**src/inc/ebca_pkg.sv**
```systemverilog
package ebca_pkg;

	// register byte offsets
	localparam logic [7:0] OFS_BUS_CTRL = 8'h00;
	localparam logic [7:0] OFS_OP_MODE  = 8'h04;
	localparam logic [7:0] OFS_STATUS   = 8'h08;

	// bus control register fields
	localparam int         BCR_WS_LSB   = 0;
	localparam int         BCR_WS_W     = 4;
	localparam int         BCR_HOLD_BIT = 8;

	// operating mode register fields
	localparam int         OMR_ACK_ASYNC_BIT = 0;
	localparam int         OMR_ABE_BIT       = 13;

	// status register fields
	localparam int         STS_OWNER_BIT = 0;
	localparam int         STS_CYC_BIT   = 1;
	localparam int         STS_REQ_BIT   = 2;
	localparam int         STS_ARB_LSB   = 4;

	// values after reset
	localparam logic [3:0] RST_WAIT_STATES = 4'h1;
	localparam logic       RST_HOLD        = 1'b0;
	localparam logic       RST_ACK_ASYNC   = 1'b0;
	localparam logic       RST_ABE         = 1'b0;

	// synchroniser width: ack, grant, busy
	localparam int         SYNC_W = 3;

	typedef enum logic [3:0] {
		ARB_SLAVE = 4'b0001,
		ARB_WAIT  = 4'b0010,
		ARB_OWNER = 4'b0100,
		ARB_REL   = 4'b1000
	} ebca_arb_t;

	typedef enum logic [2:0] {
		CYC_IDLE = 3'b001,
		CYC_WAIT = 3'b010,
		CYC_END  = 3'b100
	} ebca_cyc_t;

endpackage

```
**src/core/ebca_sync.sv**
```systemverilog
`timescale 1ns/10ps
module ebca_sync
	import ebca_pkg::*;
(
	// clock, reset and enable
	input  wire logic              clk,
	input  wire logic              nrst,
	input  wire logic              ce,
	// pins in, synchronised out
	input  wire logic [SYNC_W-1:0] d,
	output logic      [SYNC_W-1:0] q
);

	logic [SYNC_W-1:0] meta_q;

	// two flops per bit, idle level high
	genvar i;
	generate
		for (i = 0; i < SYNC_W; i++) begin : g_bit
			always_ff @(posedge clk or negedge nrst) begin
				if (!nrst) begin
					meta_q[i] <= 1'b1;
					q[i]      <= 1'b1;
				end else if (ce) begin
					meta_q[i] <= d[i];
					q[i]      <= meta_q[i];
				end
			end
		end
	endgenerate

endmodule

```
**src/core/ebca_top.sv**
```systemverilog
`timescale 1ns/10ps
module ebca_top
	import ebca_pkg::*;
(
	// clock, reset, enable
	input  wire logic        CLK_SYS,
	input  wire logic        NRST,
	input  wire logic        CE,
	// apb slave
	input  wire logic        PSEL,
	input  wire logic        PENABLE,
	input  wire logic        PWRITE,
	input  wire logic [7:0]  PADDR,
	input  wire logic [31:0] PWDATA,
	output logic      [31:0] PRDATA,
	output logic             PREADY,
	output logic             PSLVERR,
	// core side external access port
	input  wire logic        CORE_REQ,
	input  wire logic        CORE_WRITE,
	input  wire logic        STANDBY,
	output logic             CORE_ACK,
	// external bus pins
	output logic             WRITE_STROBE_N_O,
	output logic             WRITE_STROBE_N_OE,
	input  wire logic        TRANSFER_ACK_N,
	output logic             BUS_REQUEST_N,
	input  wire logic        BUS_GRANT_N,
	input  wire logic        BUS_BUSY_N_I,
	output logic             BUS_BUSY_N_O,
	output logic             BUS_BUSY_N_OE
);

	typedef struct packed {
		ebca_arb_t             arb;
		ebca_cyc_t             cyc;
		logic [BCR_WS_W-1:0]   cnt;
		logic                  wr_cyc;
		logic                  br_n;
		logic                  bb_o;
		logic                  bb_oe;
		logic                  wr_n;
		logic                  wr_oe;
		logic                  ack;
		logic [BCR_WS_W-1:0]   ws;
		logic                  hold;
		logic                  ack_async;
		logic                  abe;
		logic                  pready;
		logic                  pslverr;
		logic [31:0]           prdata;
		logic [SYNC_W-1:0]     pin_s3;
	} ebca_state_t;

	ebca_state_t       s_q;
	ebca_state_t       s_d;
	logic [SYNC_W-1:0] pin_s2;
	logic              ack_low;
	logic              grant_low;
	logic              busy_low;
	logic              cyc_done;

	// pin synchronisers: ack, grant, busy
	ebca_sync u_sync (
		.clk  (CLK_SYS),
		.nrst (NRST),
		.ce   (CE),
		.d    ({TRANSFER_ACK_N, BUS_GRANT_N, BUS_BUSY_N_I}),
		.q    (pin_s2)
	);

	// apb access phase decode
	function automatic logic apb_access(input logic sel, input logic en);
		return sel & en;
	endfunction

	// mapped address decode
	function automatic logic addr_mapped(input logic [7:0] a);
		return (a == OFS_BUS_CTRL) || (a == OFS_OP_MODE) ||
			(a == OFS_STATUS);
	endfunction

	// pick direct or extra-stage view of each pin
	assign ack_low   = s_q.ack_async ? !s_q.pin_s3[2] : !pin_s2[2];
	assign grant_low = s_q.abe ? !s_q.pin_s3[1] : !pin_s2[1];
	assign busy_low  = s_q.abe ? !s_q.pin_s3[0] : !pin_s2[0];
	assign cyc_done  = (s_q.cyc == CYC_END);

	// next state
	always_comb begin
		s_d        = s_q;
		s_d.pin_s3 = pin_s2;
		s_d.ack    = 1'b0;

		// apb slave: one wait cycle, then ready
		if (apb_access(PSEL, PENABLE) && !s_q.pready) begin
			s_d.pready  = 1'b1;
			s_d.pslverr = !addr_mapped(PADDR);
			s_d.prdata  = 32'h0000_0000;
			case (PADDR)
				OFS_BUS_CTRL: begin
					s_d.prdata[BCR_WS_LSB +: BCR_WS_W] = s_q.ws;
					s_d.prdata[BCR_HOLD_BIT]           = s_q.hold;
				end
				OFS_OP_MODE: begin
					s_d.prdata[OMR_ACK_ASYNC_BIT] = s_q.ack_async;
					s_d.prdata[OMR_ABE_BIT]       = s_q.abe;
				end
				OFS_STATUS: begin
					s_d.prdata[STS_OWNER_BIT] = (s_q.arb == ARB_OWNER);
					s_d.prdata[STS_CYC_BIT]   = (s_q.cyc != CYC_IDLE);
					s_d.prdata[STS_REQ_BIT]   = !s_q.br_n;
					s_d.prdata[STS_ARB_LSB +: 4] = s_q.arb;
				end
				default: s_d.prdata = 32'h0000_0000;
			endcase
		end else if (apb_access(PSEL, PENABLE) && s_q.pready) begin
			s_d.pready  = 1'b0;
			s_d.pslverr = 1'b0;
			if (PWRITE) begin
				case (PADDR)
					OFS_BUS_CTRL: begin
						s_d.ws   = PWDATA[BCR_WS_LSB +: BCR_WS_W];
						s_d.hold = PWDATA[BCR_HOLD_BIT];
					end
					OFS_OP_MODE: begin
						s_d.ack_async = PWDATA[OMR_ACK_ASYNC_BIT];
						s_d.abe       = PWDATA[OMR_ABE_BIT];
					end
					default: s_d.ws = s_q.ws;
				endcase
			end
		end else begin
			s_d.pready  = 1'b0;
			s_d.pslverr = 1'b0;
		end

		// bus request: external need or hold; in standby dropped, or frozen while hold is set
		if (STANDBY) begin
			if (!s_q.hold)
				s_d.br_n = 1'b1;
		end else begin
			s_d.br_n = !((CORE_REQ && !s_q.ack) || s_q.hold);
		end

		// arbitration, independent of the request output
		case (s_q.arb)
			ARB_SLAVE: begin
				if (grant_low)
					s_d.arb = ARB_WAIT;
			end
			ARB_WAIT: begin
				if (!grant_low) begin
					s_d.arb = ARB_SLAVE;
				end else if (!busy_low) begin
					s_d.arb   = ARB_OWNER;
					s_d.bb_o  = 1'b0;
					s_d.bb_oe = 1'b1;
				end
			end
			ARB_OWNER: begin
				// parked while grant stays, released at cycle end
				if (!grant_low && (s_q.cyc == CYC_IDLE || cyc_done)) begin
					s_d.arb  = ARB_REL;
					s_d.bb_o = 1'b1;
				end
			end
			ARB_REL: begin
				s_d.arb   = ARB_SLAVE;
				s_d.bb_oe = 1'b0;
			end
			default: begin
				s_d.arb   = ARB_SLAVE;
				s_d.bb_o  = 1'b1;
				s_d.bb_oe = 1'b0;
			end
		endcase

		// external bus cycle
		case (s_q.cyc)
			CYC_IDLE: begin
				if (s_q.arb == ARB_OWNER && CORE_REQ && !STANDBY &&
					!s_q.ack && grant_low) begin
					s_d.cyc    = CYC_WAIT;
					s_d.cnt    = s_q.ws;
					s_d.wr_cyc = CORE_WRITE;
					s_d.wr_n   = !CORE_WRITE;
				end
			end
			CYC_WAIT: begin
				if (s_q.cnt != '0)
					s_d.cnt = s_q.cnt - 1'b1;
				// programmed count runs out before acknowledge counts
				if (s_q.cnt == '0) begin
					if (s_q.ws == '0 || ack_low)
						s_d.cyc = CYC_END;
				end
				// else acknowledge high keeps stretching
			end
			CYC_END: begin
				s_d.cyc    = CYC_IDLE;
				s_d.ack    = 1'b1;
				s_d.wr_n   = 1'b1;
				s_d.wr_cyc = 1'b0;
			end
			default: begin
				s_d.cyc  = CYC_IDLE;
				s_d.wr_n = 1'b1;
			end
		endcase

		// strobe driven only as owner, else released
		s_d.wr_oe = (s_d.arb == ARB_OWNER);
		if (!s_d.wr_oe)
			s_d.wr_n = 1'b1;
	end

	// state register
	always_ff @(posedge CLK_SYS or negedge NRST) begin
		if (!NRST) begin
			s_q           <= '0;
			s_q.arb       <= ARB_SLAVE;
			s_q.cyc       <= CYC_IDLE;
			s_q.br_n      <= 1'b1;
			s_q.bb_o      <= 1'b1;
			s_q.wr_n      <= 1'b1;
			s_q.ws        <= RST_WAIT_STATES;
			s_q.hold      <= RST_HOLD;
			s_q.ack_async <= RST_ACK_ASYNC;
			s_q.abe       <= RST_ABE;
			s_q.pin_s3    <= '1;
		end else if (CE) begin
			s_q <= s_d;
		end
	end

	// outputs straight from the state register
	assign PRDATA            = s_q.prdata;
	assign PREADY            = s_q.pready;
	assign PSLVERR           = s_q.pslverr;
	assign CORE_ACK          = s_q.ack;
	assign WRITE_STROBE_N_O  = s_q.wr_n;
	assign WRITE_STROBE_N_OE = s_q.wr_oe;
	assign BUS_REQUEST_N     = s_q.br_n;
	assign BUS_BUSY_N_O      = s_q.bb_o;
	assign BUS_BUSY_N_OE     = s_q.bb_oe;

	// checks
	chk_strobe_owner: assert property (@(posedge CLK_SYS) disable iff (!NRST)
		s_q.wr_oe |-> s_q.arb == ARB_OWNER)
		else $error("write strobe driven while not owner");

	chk_ack_ignored: assert property (@(posedge CLK_SYS) disable iff (!NRST)
		(s_q.cyc == CYC_IDLE) |=> (s_q.cyc != CYC_END))
		else $error("cycle ended without a cycle in progress");

	chk_cycle_stretch: assert property (@(posedge CLK_SYS) disable iff (!NRST)
		(CE && s_q.cyc == CYC_WAIT && s_q.cnt == '0 && s_q.ws != '0 &&
		!ack_low) |=> s_q.cyc == CYC_WAIT)
		else $error("cycle ended while acknowledge deasserted");

	chk_ack_finish: assert property (@(posedge CLK_SYS) disable iff (!NRST)
		(CE && s_q.cyc == CYC_WAIT && s_q.cnt == '0 && ack_low) ##1 CE
		|=> (s_q.cyc == CYC_IDLE && s_q.ack))
		else $error("cycle did not finish one clock after acknowledge");

	chk_min_waits: assert property (@(posedge CLK_SYS) disable iff (!NRST)
		(s_q.cyc == CYC_END) |-> (s_q.cnt == '0 && $past(s_q.cnt) <= 4'h1))
		else $error("cycle ended before programmed wait states");

	chk_hold_request: assert property (@(posedge CLK_SYS) disable iff (!NRST)
		(CE && s_q.hold && !STANDBY) |=> !BUS_REQUEST_N)
		else $error("hold bit set but request deasserted");

	chk_standby_req: assert property (@(posedge CLK_SYS) disable iff (!NRST)
		(CE && STANDBY && !s_q.hold) |=> BUS_REQUEST_N)
		else $error("request asserted in standby without hold");

	chk_own_after_busy: assert property (@(posedge CLK_SYS) disable iff (!NRST)
		(CE && s_q.arb == ARB_WAIT && grant_low && !busy_low)
		|=> (s_q.arb == ARB_OWNER && BUS_BUSY_N_OE && !BUS_BUSY_N_O))
		else $error("ownership not taken after busy released");

	chk_grant_release: assert property (@(posedge CLK_SYS) disable iff (!NRST)
		(CE && s_q.arb == ARB_OWNER && !grant_low && s_q.cyc == CYC_IDLE)
		|=> (s_q.arb == ARB_REL))
		else $error("ownership kept after grant withdrawn");

endmodule

```
**config.mk**
```make
export PLATFORM = sky130hd
export DESIGN_NAME = ebca_top
export DESIGN_NICKNAME = d
export VERILOG_FILES = /design/src/inc/ebca_pkg.sv /design/src/core/ebca_sync.sv /design/src/core/ebca_top.sv
export SDC_FILE = /design/constraint.sdc
export NUM_CORES = 1
export LEC_CHECK = 0
export BUFFER_PORTS_ARGS = -buffer_cell sky130_fd_sc_hd__buf_2
export CORE_MARGIN = 5
export CORE_UTILIZATION = 46
export CTS_BUF_LIST = sky130_fd_sc_hd__clkbuf_8
export DETAILED_ROUTE_END_ITERATION = 8
export GPL_ROUTABILITY_DRIVEN = 1
export MAX_ROUTING_LAYER = met4
export PLACE_DENSITY = 0.75
export RECOVER_POWER = 25
export SYNTH_ARGS = -nofsm -noshare
export SYNTH_HDL_FRONTEND = slang
export SYNTH_HIERARCHICAL = 1
export SYNTH_SLANG_ARGS = --single-unit
```
**constraint.sdc**
```tcl
create_clock -name CLK_SYS -period 2.99 [get_ports CLK_SYS]
set_input_delay 0.299 -clock CLK_SYS [delete_from_list [all_inputs] [get_ports CLK_SYS]]
set_output_delay 0.299 -clock CLK_SYS [all_outputs]
set_load 0.05 [all_outputs]
```
Yosys cells after proc, flatten, opt, wreduce, memory -nomap -nowiden:

Index checks and enable logic that the tools add are counted.

* register bits: 45
* bits in latches: 0
* RAM bits: 0
* ROM bits: 0
* word-level logic and storage cells: 124
* memories: 0

* $add $sub $neg: 1
* $mul: 0
* div/mod/pow operators: 0
* $lt $le $gt $ge: 0
* equal/unequal tests: 21
* shift-type cells: 0
* mux-type cells: 32
* bitwise gates (word level): 4
* reduce and logical (&&, ||, !) cells: 43

Operators with widths (number)
* $mux 4: 6
* $reduce_and 5->1: 3
* $logic_not 1->1: 14
* $ne 2x2->1 const B: 7
* $mux 1: 12
* $pmux 4 s3: 1
* $reduce_and 4->1: 3
* $eq 4x3->1 const B: 2
* $eq 8x3->1 const B: 1
* $eq 8x4->1 const B: 1
* $logic_and 1x1->1: 8
* $logic_not 4->1: 2
* $logic_not 8->1: 1
* $mux 8: 1
* $pmux 4 s2: 1
* $mux 2: 3
* $mux 3: 2
* $pmux 1 s3: 2
* $pmux 3 s2: 1
* $logic_or 1x1->1: 5
* $eq 4x1->1 const B: 1
* $eq 4x2->1 const B: 1
* $eq 4x4->1 const B: 1
* $ne 2x1->1 const B: 2
* other kinds (15): 20

Longest topological paths before layout:

Gate-level depths: netlist (run 1).

* word-level depth: 9
* depth in mapped cells: 7
* gate-level depth less buffers: 7

Hierarchy:

Netlist (run 1), hierarchy kept.

By module, submodules not included
* ebca_top: times used 1, cells an instance 219, area each 2224.6 um^2, seq. area each 987.2 um^2
* ebca_sync: times used 1, cells an instance 13, area each 259.0 um^2, seq. area each 157.7 um^2

Worst setup path before layout (run 1):

OpenSTA, ideal clock, no wires.

* path type: register to register
* from: reg s_q (netlist bit CORE_ACK)
* to: reg s_q[54] (netlist bit)
* library setup time: 0.121 ns
* data arrival time: 1.720 ns
* data required time: 2.869 ns
* slack: 1.149 ns
* cell stages (with the launch flop): 6
* buffers on the path: 0
* clock period less this slack: 1.841 ns
* cells stage by stage: dfrtp_1 nor3b_1 nand2_1 o31ai_4 o21ai_2 a22o_1

* longest elaborated chain between the ends: 5

Ends and longest elaborated chain
* start: declaration: RTL line ebca_top.sv:55 `ebca_state_t s_q;`
* $logic_not 1->1: RTL line ebca_top.sv:183 `!s_q.ack && grant_low) begin`
* $logic_and 1x1->1: RTL line ebca_top.sv:182 `if (s_q.arb == ARB_OWNER && CORE_REQ && !STANDBY &&`
* $logic_and 1x1->1: RTL line ebca_top.sv:183
* $ne 2x1->1 (no line)
* $reduce_and 4->1 (no line)

Every way passes these cells.
A chain may end at the register's enable or synchronous reset.

Worst setup path after layout (run 1):

* from: reg s_q[37] (netlist bit)
* to: reg s_q[54] (netlist bit)

* longest elaborated chain between the ends: 4

Ends and longest elaborated chain
* $mux 1: RTL line ebca_top.sv:85 `assign grant_low = s_q.abe ? !s_q.pin_s3[1] : !pin_s2[1];`
* $logic_and 1x1->1: RTL line ebca_top.sv:183
* $ne 2x1->1 (no line)
* $reduce_and 4->1 (no line)

Every way passes these cells.

==> load_flow_metrics.sql, run 1 <==
INSERT INTO impl_metrics (metric_group, metric, value, unit) VALUES
('clock_tree', 'post_cts.resized_instances', '0', ''),
('worst_setup_path', 'cp_slowest_cell', 'mux2i_1', ''),
('worst_setup_path', 'criticalPathCategory', 'reg2reg', ''),
('min_path', 'hold_path_depth', '2', ''),
('yosys', 'synth_async_sr_flop_share', '100', '%'),
('clock_tree', 'root_buffer', 'clkbuf_8', ''),
('min_path', 'hold_path.class', 'in2reg', ''),
('sta', 'achievable-frequency', '0.465', 'GHz'),
('final_layout', 'area_growth', '7.66', '%'),
('yosys', 'synth.most_common_cell', 'buf_4', ''),
('final_layout', 'instances_no_fill', '333', ''),
('yosys', 'synthesis.area_per_instance', '10.7', 'sq um'),
('placed_design', 'dpl_cell_area', '2580', 'sq um'),
('yosys', 'yosys_warnings', '6', ''),
('power', 'max-vdd-ir-drop', '0.000319', 'V'),
('sta', 'worst-slew-pin-transition', '2.35', 'ns'),
('worst_setup_path', 'r2r-end', 's_q[54]', ''),
('clock_tree', 'clk_pin_slew', '0.09', 'ns'),
('route', 'top_layer_used', 'met4', ''),
('die', 'io_pins', '92', ''),
('yosys', 'postSynthRegisterBits', '45', ''),
('route', 'wl_met2', '2.26', 'mm'),
('clock_tree', 'cts-buffers-inserted', '5', ''),
('sta', 'grt_setup_unrepaired', 'no', ''),
('die', 'fp.dieArea', '6970', 'sq um'),
('final_layout', 'fin_util', '51.7', '%'),
('yosys', 'synthDominantCellAreaShare', '30.2', '%'),
('final_layout', 'design.final.nets', '315', ''),
('sta', 'setup-violations-final', '0', ''),
('final_layout', 'final_layout_size_suffix_gt1_share', '32.3', '%'),
('worst_setup_path', 'worst_r2r_startpoint', 's_q[37]', ''),
('route', 'drt_first_iter_violations', '111', ''),
('route', 'route.vias.total', '1727', ''),
('sta', 'skew', '0.0125', 'ns'),
('global_route', 'antenna_found_initial', '0', ''),
('run_status', 'outcome', 'finished with violations', ''),
('worst_setup_path', 'critical_path.endpoint_type', 'flop', ''),
('yosys', 'postSynthCellCount', '232', ''),
('clock_tree', 'cts_setup_buffers', '0', ''),
('yosys', 'seq_area_frac_synth', '46.1', '%'),
('flow_run', 'maxcap_violations', '1', ''),
('die', 'fp.dieH', '83.5', 'um'),
('sta', 'drv_slew', '46', ''),
('die', 'effective_utilization_at_floorplan', '48.0', '%'),
('placed_design', 'gpl.final_weighted_congestion', '0.816', ''),
('worst_setup_path', 'cp_data_required_time', '3.19', 'ns'),
('die', 'floorplan.die.width', '83.5', 'um'),
('worst_setup_path', 'critical_path.max_stage_delay', '0.57', 'ns'),
('sta', 'portion_of_the_clock_cycle_consumed_by_the_worst_path_in_the_final_layout', '71.9', '%'),
('die', 'std_cell_rows', '26', ''),
('route', 'dr.pass1.iters', '4', ''),
('route', 'wl', '4.91', 'mm'),
('route', 'drt-wirelength-per-cell', '14.7', 'um'),
('sta', 'final_hold_viol_count', '0', ''),
('worst_setup_path', 'cp_data_arrival_time', '2.35', 'ns'),
('run_status', 'violations', 'max-capacitance violations, max-slew violations', ''),
('clock_tree', 'cts_buffer_depth', '2', ''),
('yosys', 'synth_area_leaders', 'dfrtp_1 (30%), dfstp_2 (16%), buf_4 (9.7%)', ''),
('global_route', 'largest_net_degree_at_the_start_of_global_routing', '46', ''),
('global_route', 'vias_in_the_first_global_route', '1699', ''),
('sta', 'finalSetupTns', '0', 'ns'),
('placed_design', 'io_buffers', '43', ''),
('global_route', 'congestion_overflow_gr', '0', ''),
('placed_design', 'post-dp-hpwl', '3.64', 'mm'),
('clock_tree', 'cts_tree', 'yes', ''),
('yosys', 'synthesis.area', '2480', 'sq um'),
('yosys', 'synth_cell_types', '53', ''),
('route', 'detail_route.vias_per_cell', '5.19', ''),
('worst_setup_path', 'ff2ff_path_depth', '5', ''),
('clock_tree', 'clkLatencyLatePin', '0.30', 'ns'),
('worst_setup_path', 'worstPathCellList', 'mux2i_1, nand2_1, o31ai_4, o21ai_2, a22o_1', '');
layout by cell type (no fill, tap or decap), types with 8 or more instances in the layout:
cell     count
a22o_1       8
buf_2       41
conb_1      22
dfrtp_1     30
dfstp_2     15
inv_1       13
mux2_2      13
nand2_1     12
nand3_1      8
nor2_1      11
o21ai_0      9
cell families after synthesis:
family | share of synthesized area [%]
buf+inv | 13.5
other cells | 0.151
xor+xnor | 0.705
simple gates | 12.8
flops | 46.1
fa+ha+maj | 0.504
compound gates | 14.8
mux | 11.5
sequential cells by signal, summed over array words and instances (netlist names):
signal             cells
BUS_REQUEST_N          1
u_sync/q               3
BUS_BUSY_N_O           1
CORE_ACK               1
PRDATA                10
PREADY                 1
WRITE_STROBE_N_O       1
s_q                   21
BUS_BUSY_N_OE          1
u_sync/meta_q          3
PSLVERR                1
WRITE_STROBE_N_OE      1
per-stage QoR:
stage | total power (uW) | hold slack, ns | setup WS [ns]
final | 1650 | 0.216 | 0.841
after global routing | 1730 | 0.215 | 0.452
after CTS | 1670 | 0.186 | 0.858
after detailed placement | 1210 | 0.466 | 0.887
after global placement | 1200 | 0.458 | 0.959
after floorplan | 1140 | 0.00341 | 1.15
worst max path at each step:
stage	from	end	slack, ns	depth (start not counted)
2_1_floorplan	CORE_ACK	s_q[54]	1.15	5
3_3_place_gp	s_q[37]	s_q[54]	0.96	5
3_5_place_dp	s_q[37]	s_q[54]	0.89	5
4_1_cts	s_q[37]	s_q[54]	0.86	5
5_1_grt	NRST	CORE_ACK	0.45	1
6_report	s_q[37]	s_q[54]	0.84	5
worst max-delay path, delay by kind of cell, from the launching register on:
family | cells | cell delay, ns
flip-flops | 1 | 0.51
AO/OA/AOI/OAI | 3 | 0.76
AND/OR/NAND/NOR | 1 | 0.21
multiplexers | 1 | 0.57
per-layer routing:
| layer | vias up | global-route usage [%] |
|---|---|---|
| met5 | - | - |
| met2 | 61 | 22.7 |
| met3 | 5 | 4.24 |
| met4 | 0 | 5.12 |
| li1 | 838 | - |
| met1 | 823 | 18.6 |
final cells by class:
class,instances,area [sq um]
repair buffers,44,216
inverters,12,45.0
fillers,474,2500
clock inverters,3,42.5
flip-flops and latches,45,1140
well taps,70,87.6
clock buffers,5,68.8
multi-input cells,154,1070
where the power goes:
| group | internal (uW) | leakage (uW) | switching, uW |
|---|---|---|---|
| Combinational | 134 | 0.000617 | 274 |
| Clock | 248 | 0.0000595 | 211 |
| Sequential | 703 | 0.000564 | 83.1 |
| Total | 1090 | 0.00124 | 568 |
(Power assumes the default switching activity.)
==> inputs of run 2 (changes only) <==
Settings changed: PLACE_DENSITY 0.75 to 0.78.
Clock period 2.99 ns to 1.9 ns, I/O delays scaled along.
==> run 2 against run 1 <==
  * The run now ends clean
  * Maximum frequency is 17% higher
  * Via count is 4.3% higher
  * Flip-flop and latch count stayed put
  * Clock skew is 0.0043 ns lower
  * Sequential share of layout area is 2.6 points lower
  * Critical path type unchanged
==> load_flow_metrics.sql, run 2 (same netlist as run 1, synthesis figures left out) <==
INSERT INTO impl_metrics (metric_group, metric, value, unit) VALUES
('worst_setup_path', 'crit_family', 'simple AND/OR/NAND/NOR gates', ''),
('route', 'remaining_drc_errors', '0', ''),
('power', 'internal_power', '1750', 'uW'),
('clock_tree', 'clk_pin_slew', '0.09', 'ns'),
('route', 'drt-wirelength-per-cell', '14.3', 'um'),
('clock_tree', 'cts_htree_levels', '2', ''),
('final_layout', 'final_layout_size_suffix_gt1_share', '37.0', '%'),
('die', 'fp.dieH', '83.5', 'um'),
('power', 'portion_of_total_power_attributed_to_the_clock_network', '27.4', '%'),
('worst_setup_path', 'crit_buf_inv', '1', ''),
('die', 'core-area', '5170', 'sq um'),
('worst_setup_path', 'criticalPathCategory', 'reg2reg', ''),
('worst_setup_path', 'timing.critical_path.fanout_max', '6', ''),
('global_route', 'largest_net_degree_at_the_start_of_global_routing', '25', ''),
('final_layout', 'filler_cell_count', '471', ''),
('route', 'route.vias.total', '1802', ''),
('power', 'netSwitchingPower', '906', 'uW'),
('die', 'io_pins', '92', ''),
('power', 'max-vdd-ir-drop', '0.000481', 'V'),
('die', 'std_cell_rows', '26', ''),
('placed_design', 'gpl.final_weighted_congestion', '0.796', ''),
('sta', 'skew', '0.00818', 'ns'),
('power', 'switching_share', '34.1', '%'),
('die', 'fp.dieArea', '6970', 'sq um'),
('clock_tree', 'cts_tree', 'yes', ''),
('die', 'floorplan.die.width', '83.5', 'um'),
('placed_design', 'dpl_cell_area', '2720', 'sq um'),
('final_layout', 'finalInstanceArea', '2850', 'sq um'),
('sta', 'worst-slew-pin-transition', '1.33', 'ns'),
('final_layout', 'largest_register_ff_count', '21', ''),
('worst_setup_path', 'cp_slowest_cell', 'dfrtp_1', ''),
('global_route', 'globalRouteTotalUtil', '14.9', '%'),
('final_layout', 'layout.cells.most_common_list', 'buf_2 (42), dfrtp_1 (29), conb_1 (22)', ''),
('global_route', 'global_route_wire_length_before_repair', '8.14', 'mm'),
('sta', 'drv_slew', '0', ''),
('clock_tree', 'root_buffer', 'clkbuf_8', ''),
('flow_run', 'maxcap_violations', '0', ''),
('route', 'dr.pass1.iters', '5', ''),
('final_layout', 'instances_no_fill', '351', ''),
('sta', 'portion_of_the_clock_cycle_consumed_by_the_worst_path_in_the_final_layout', '96.4', '%'),
('global_route', 'antenna_found_initial', '0', ''),
('route', 'drt_first_iter_violations', '83', ''),
('placed_design', 'post-dp-hpwl', '3.83', 'mm'),
('route', 'detail_route.vias_per_cell', '5.13', ''),
('worst_setup_path', 'critical_path_stages', '6', ''),
('worst_setup_path', 'worstPathCellList', 'or3b_4, or3_4, o31ai_4, buf_6, o211ai_1, o21ai_1', ''),
('power', 'power_density', '933', 'nW/um^2'),
('sta', 'achievable-frequency', '0.546', 'GHz'),
('worst_setup_path', 'critical_path.max_stage_delay', '0.44', 'ns'),
('global_route', 'vias_in_the_first_global_route', '1735', ''),
('clock_tree', 'cts-buffers-inserted', '5', ''),
('clock_tree', 'cts_buffer_depth', '2', ''),
('sta', 'setup-violations-final', '0', ''),
('final_layout', 'layout_commonest_cell', 'buf_2', ''),
('clock_tree', 'cts_sinks', '45', ''),
('global_route', 'congestion_overflow_gr', '0', ''),
('placed_design', 'io_buffers', '43', ''),
('worst_setup_path', 'crit_path_start_kind', 'flop', ''),
('worst_setup_path', 'critical_path.endpoint_type', 'flop', ''),
('placed_design', 'dp_worst_setup_slack', '0.116', 'ns'),
('power', 'post-layout-total-power', '2660', 'uW'),
('power', 'power.leakage', '0.00135', 'uW'),
('die', 'effective_utilization_at_floorplan', '48.0', '%'),
('worst_setup_path', 'cp_data_arrival_time', '2.05', 'ns'),
('sta', 'final_hold_viol_count', '0', ''),
('sta', 'maxSlewHeadroom', '11.1', '%'),
('worst_setup_path', 'cp_data_required_time', '2.12', 'ns'),
('final_layout', 'max_flop_register', 's_q', ''),
('run_status', 'outcome', 'complete, no violations', ''),
('final_layout', 'diodes', '0', ''),
('route', 'detail-route-antenna-nets', '0', ''),
('placed_design', 'placedCellCount', '341', ''),
('final_layout', 'area_growth', '14.7', '%'),
('min_path', 'hold_path.class', 'in2reg', ''),
('sta', 'timing.final.ws_setup', '0.0680', 'ns'),
('route', 'wl', '5.02', 'mm'),
('power', 'p_seq_share', '46.3', '%'),
('sta', 'hold_slack', '0.106', 'ns'),
('min_path', 'hold_path_depth', '2', ''),
('final_layout', 'design.final.nets', '333', ''),
('clock_tree', 'clkLatencyLatePin', '0.30', 'ns'),
('sta', 'post-route-min-period', '1.83', 'ns'),
('worst_setup_path', 'ff2ff_path_depth', '6', ''),
('power', 'comb_power_share', '26.3', '%');
-- run 2: final timing paths --
| kind | slack, ns | endpoint | startpoint |
|---|---|---|---|
| max | 0.07 | s_q[52] | s_q[57] |
| min | 0.11 | u_sync/meta_q[2] | TRANSFER_ACK_N |
| max reg2reg | 0.07 | s_q[52] | s_q[57] |
| min reg2reg | 0.48 | PRDATA[0] | PRDATA[0] |
| max in group asynchronous | 0.38 | s_q[58] | NRST |
| min in group asynchronous | 0.71 | s_q[43] | NRST |
-- run 2: stage by stage --
step	TNS (ns)	utilization [%]
global placement	0	52.5
finish	0	55.1
floorplan	0	-
global route	-0.00710	55.1
CTS	0	54.9
detailed placement	0	52.5
-- run 2: power by group through the flow --
stage	combinational (uW)	clock [uW]	sequential, uW
6_report	699	728	1230
5_1_grt	761	788	1250
4_1_cts	705	746	1230
3_5_place_dp	696	0	1250
3_3_place_gp	683	0	1240
2_1_floorplan	489	0	1300
-- run 2: timing repair --
item                                    CTS  global route
gates resized for setup                   0             3
hold buffers                              1             0
endpoints found under the setup margin    0             2
buffers inserted                          0             1
hold endpoints to repair                 21             0
-- run 2: layer usage --
metal	track usage (%)	routed length, um	vias up
li1	-	-	873
met1	18.1	2290	869
met2	23.7	2330	54
met4	4.82	63	0
met3	4.74	335	6
met5	-	0	-
-- run 2: cell type report --
| class | count | area [sq um] | area share (%) |
|---|---|---|---|
| sequential | 45 | 1150 | 40.2 |
| multi-input combinational | 154 | 1080 | 37.9 |
| timing repair buffer | 62 | 375 | 13.2 |
| tap | 70 | 87.6 | 3.07 |
| clock buffer | 5 | 68.8 | 2.42 |
| clock inverter | 3 | 46.3 | 1.62 |
| inverter | 12 | 45.0 | 1.58 |
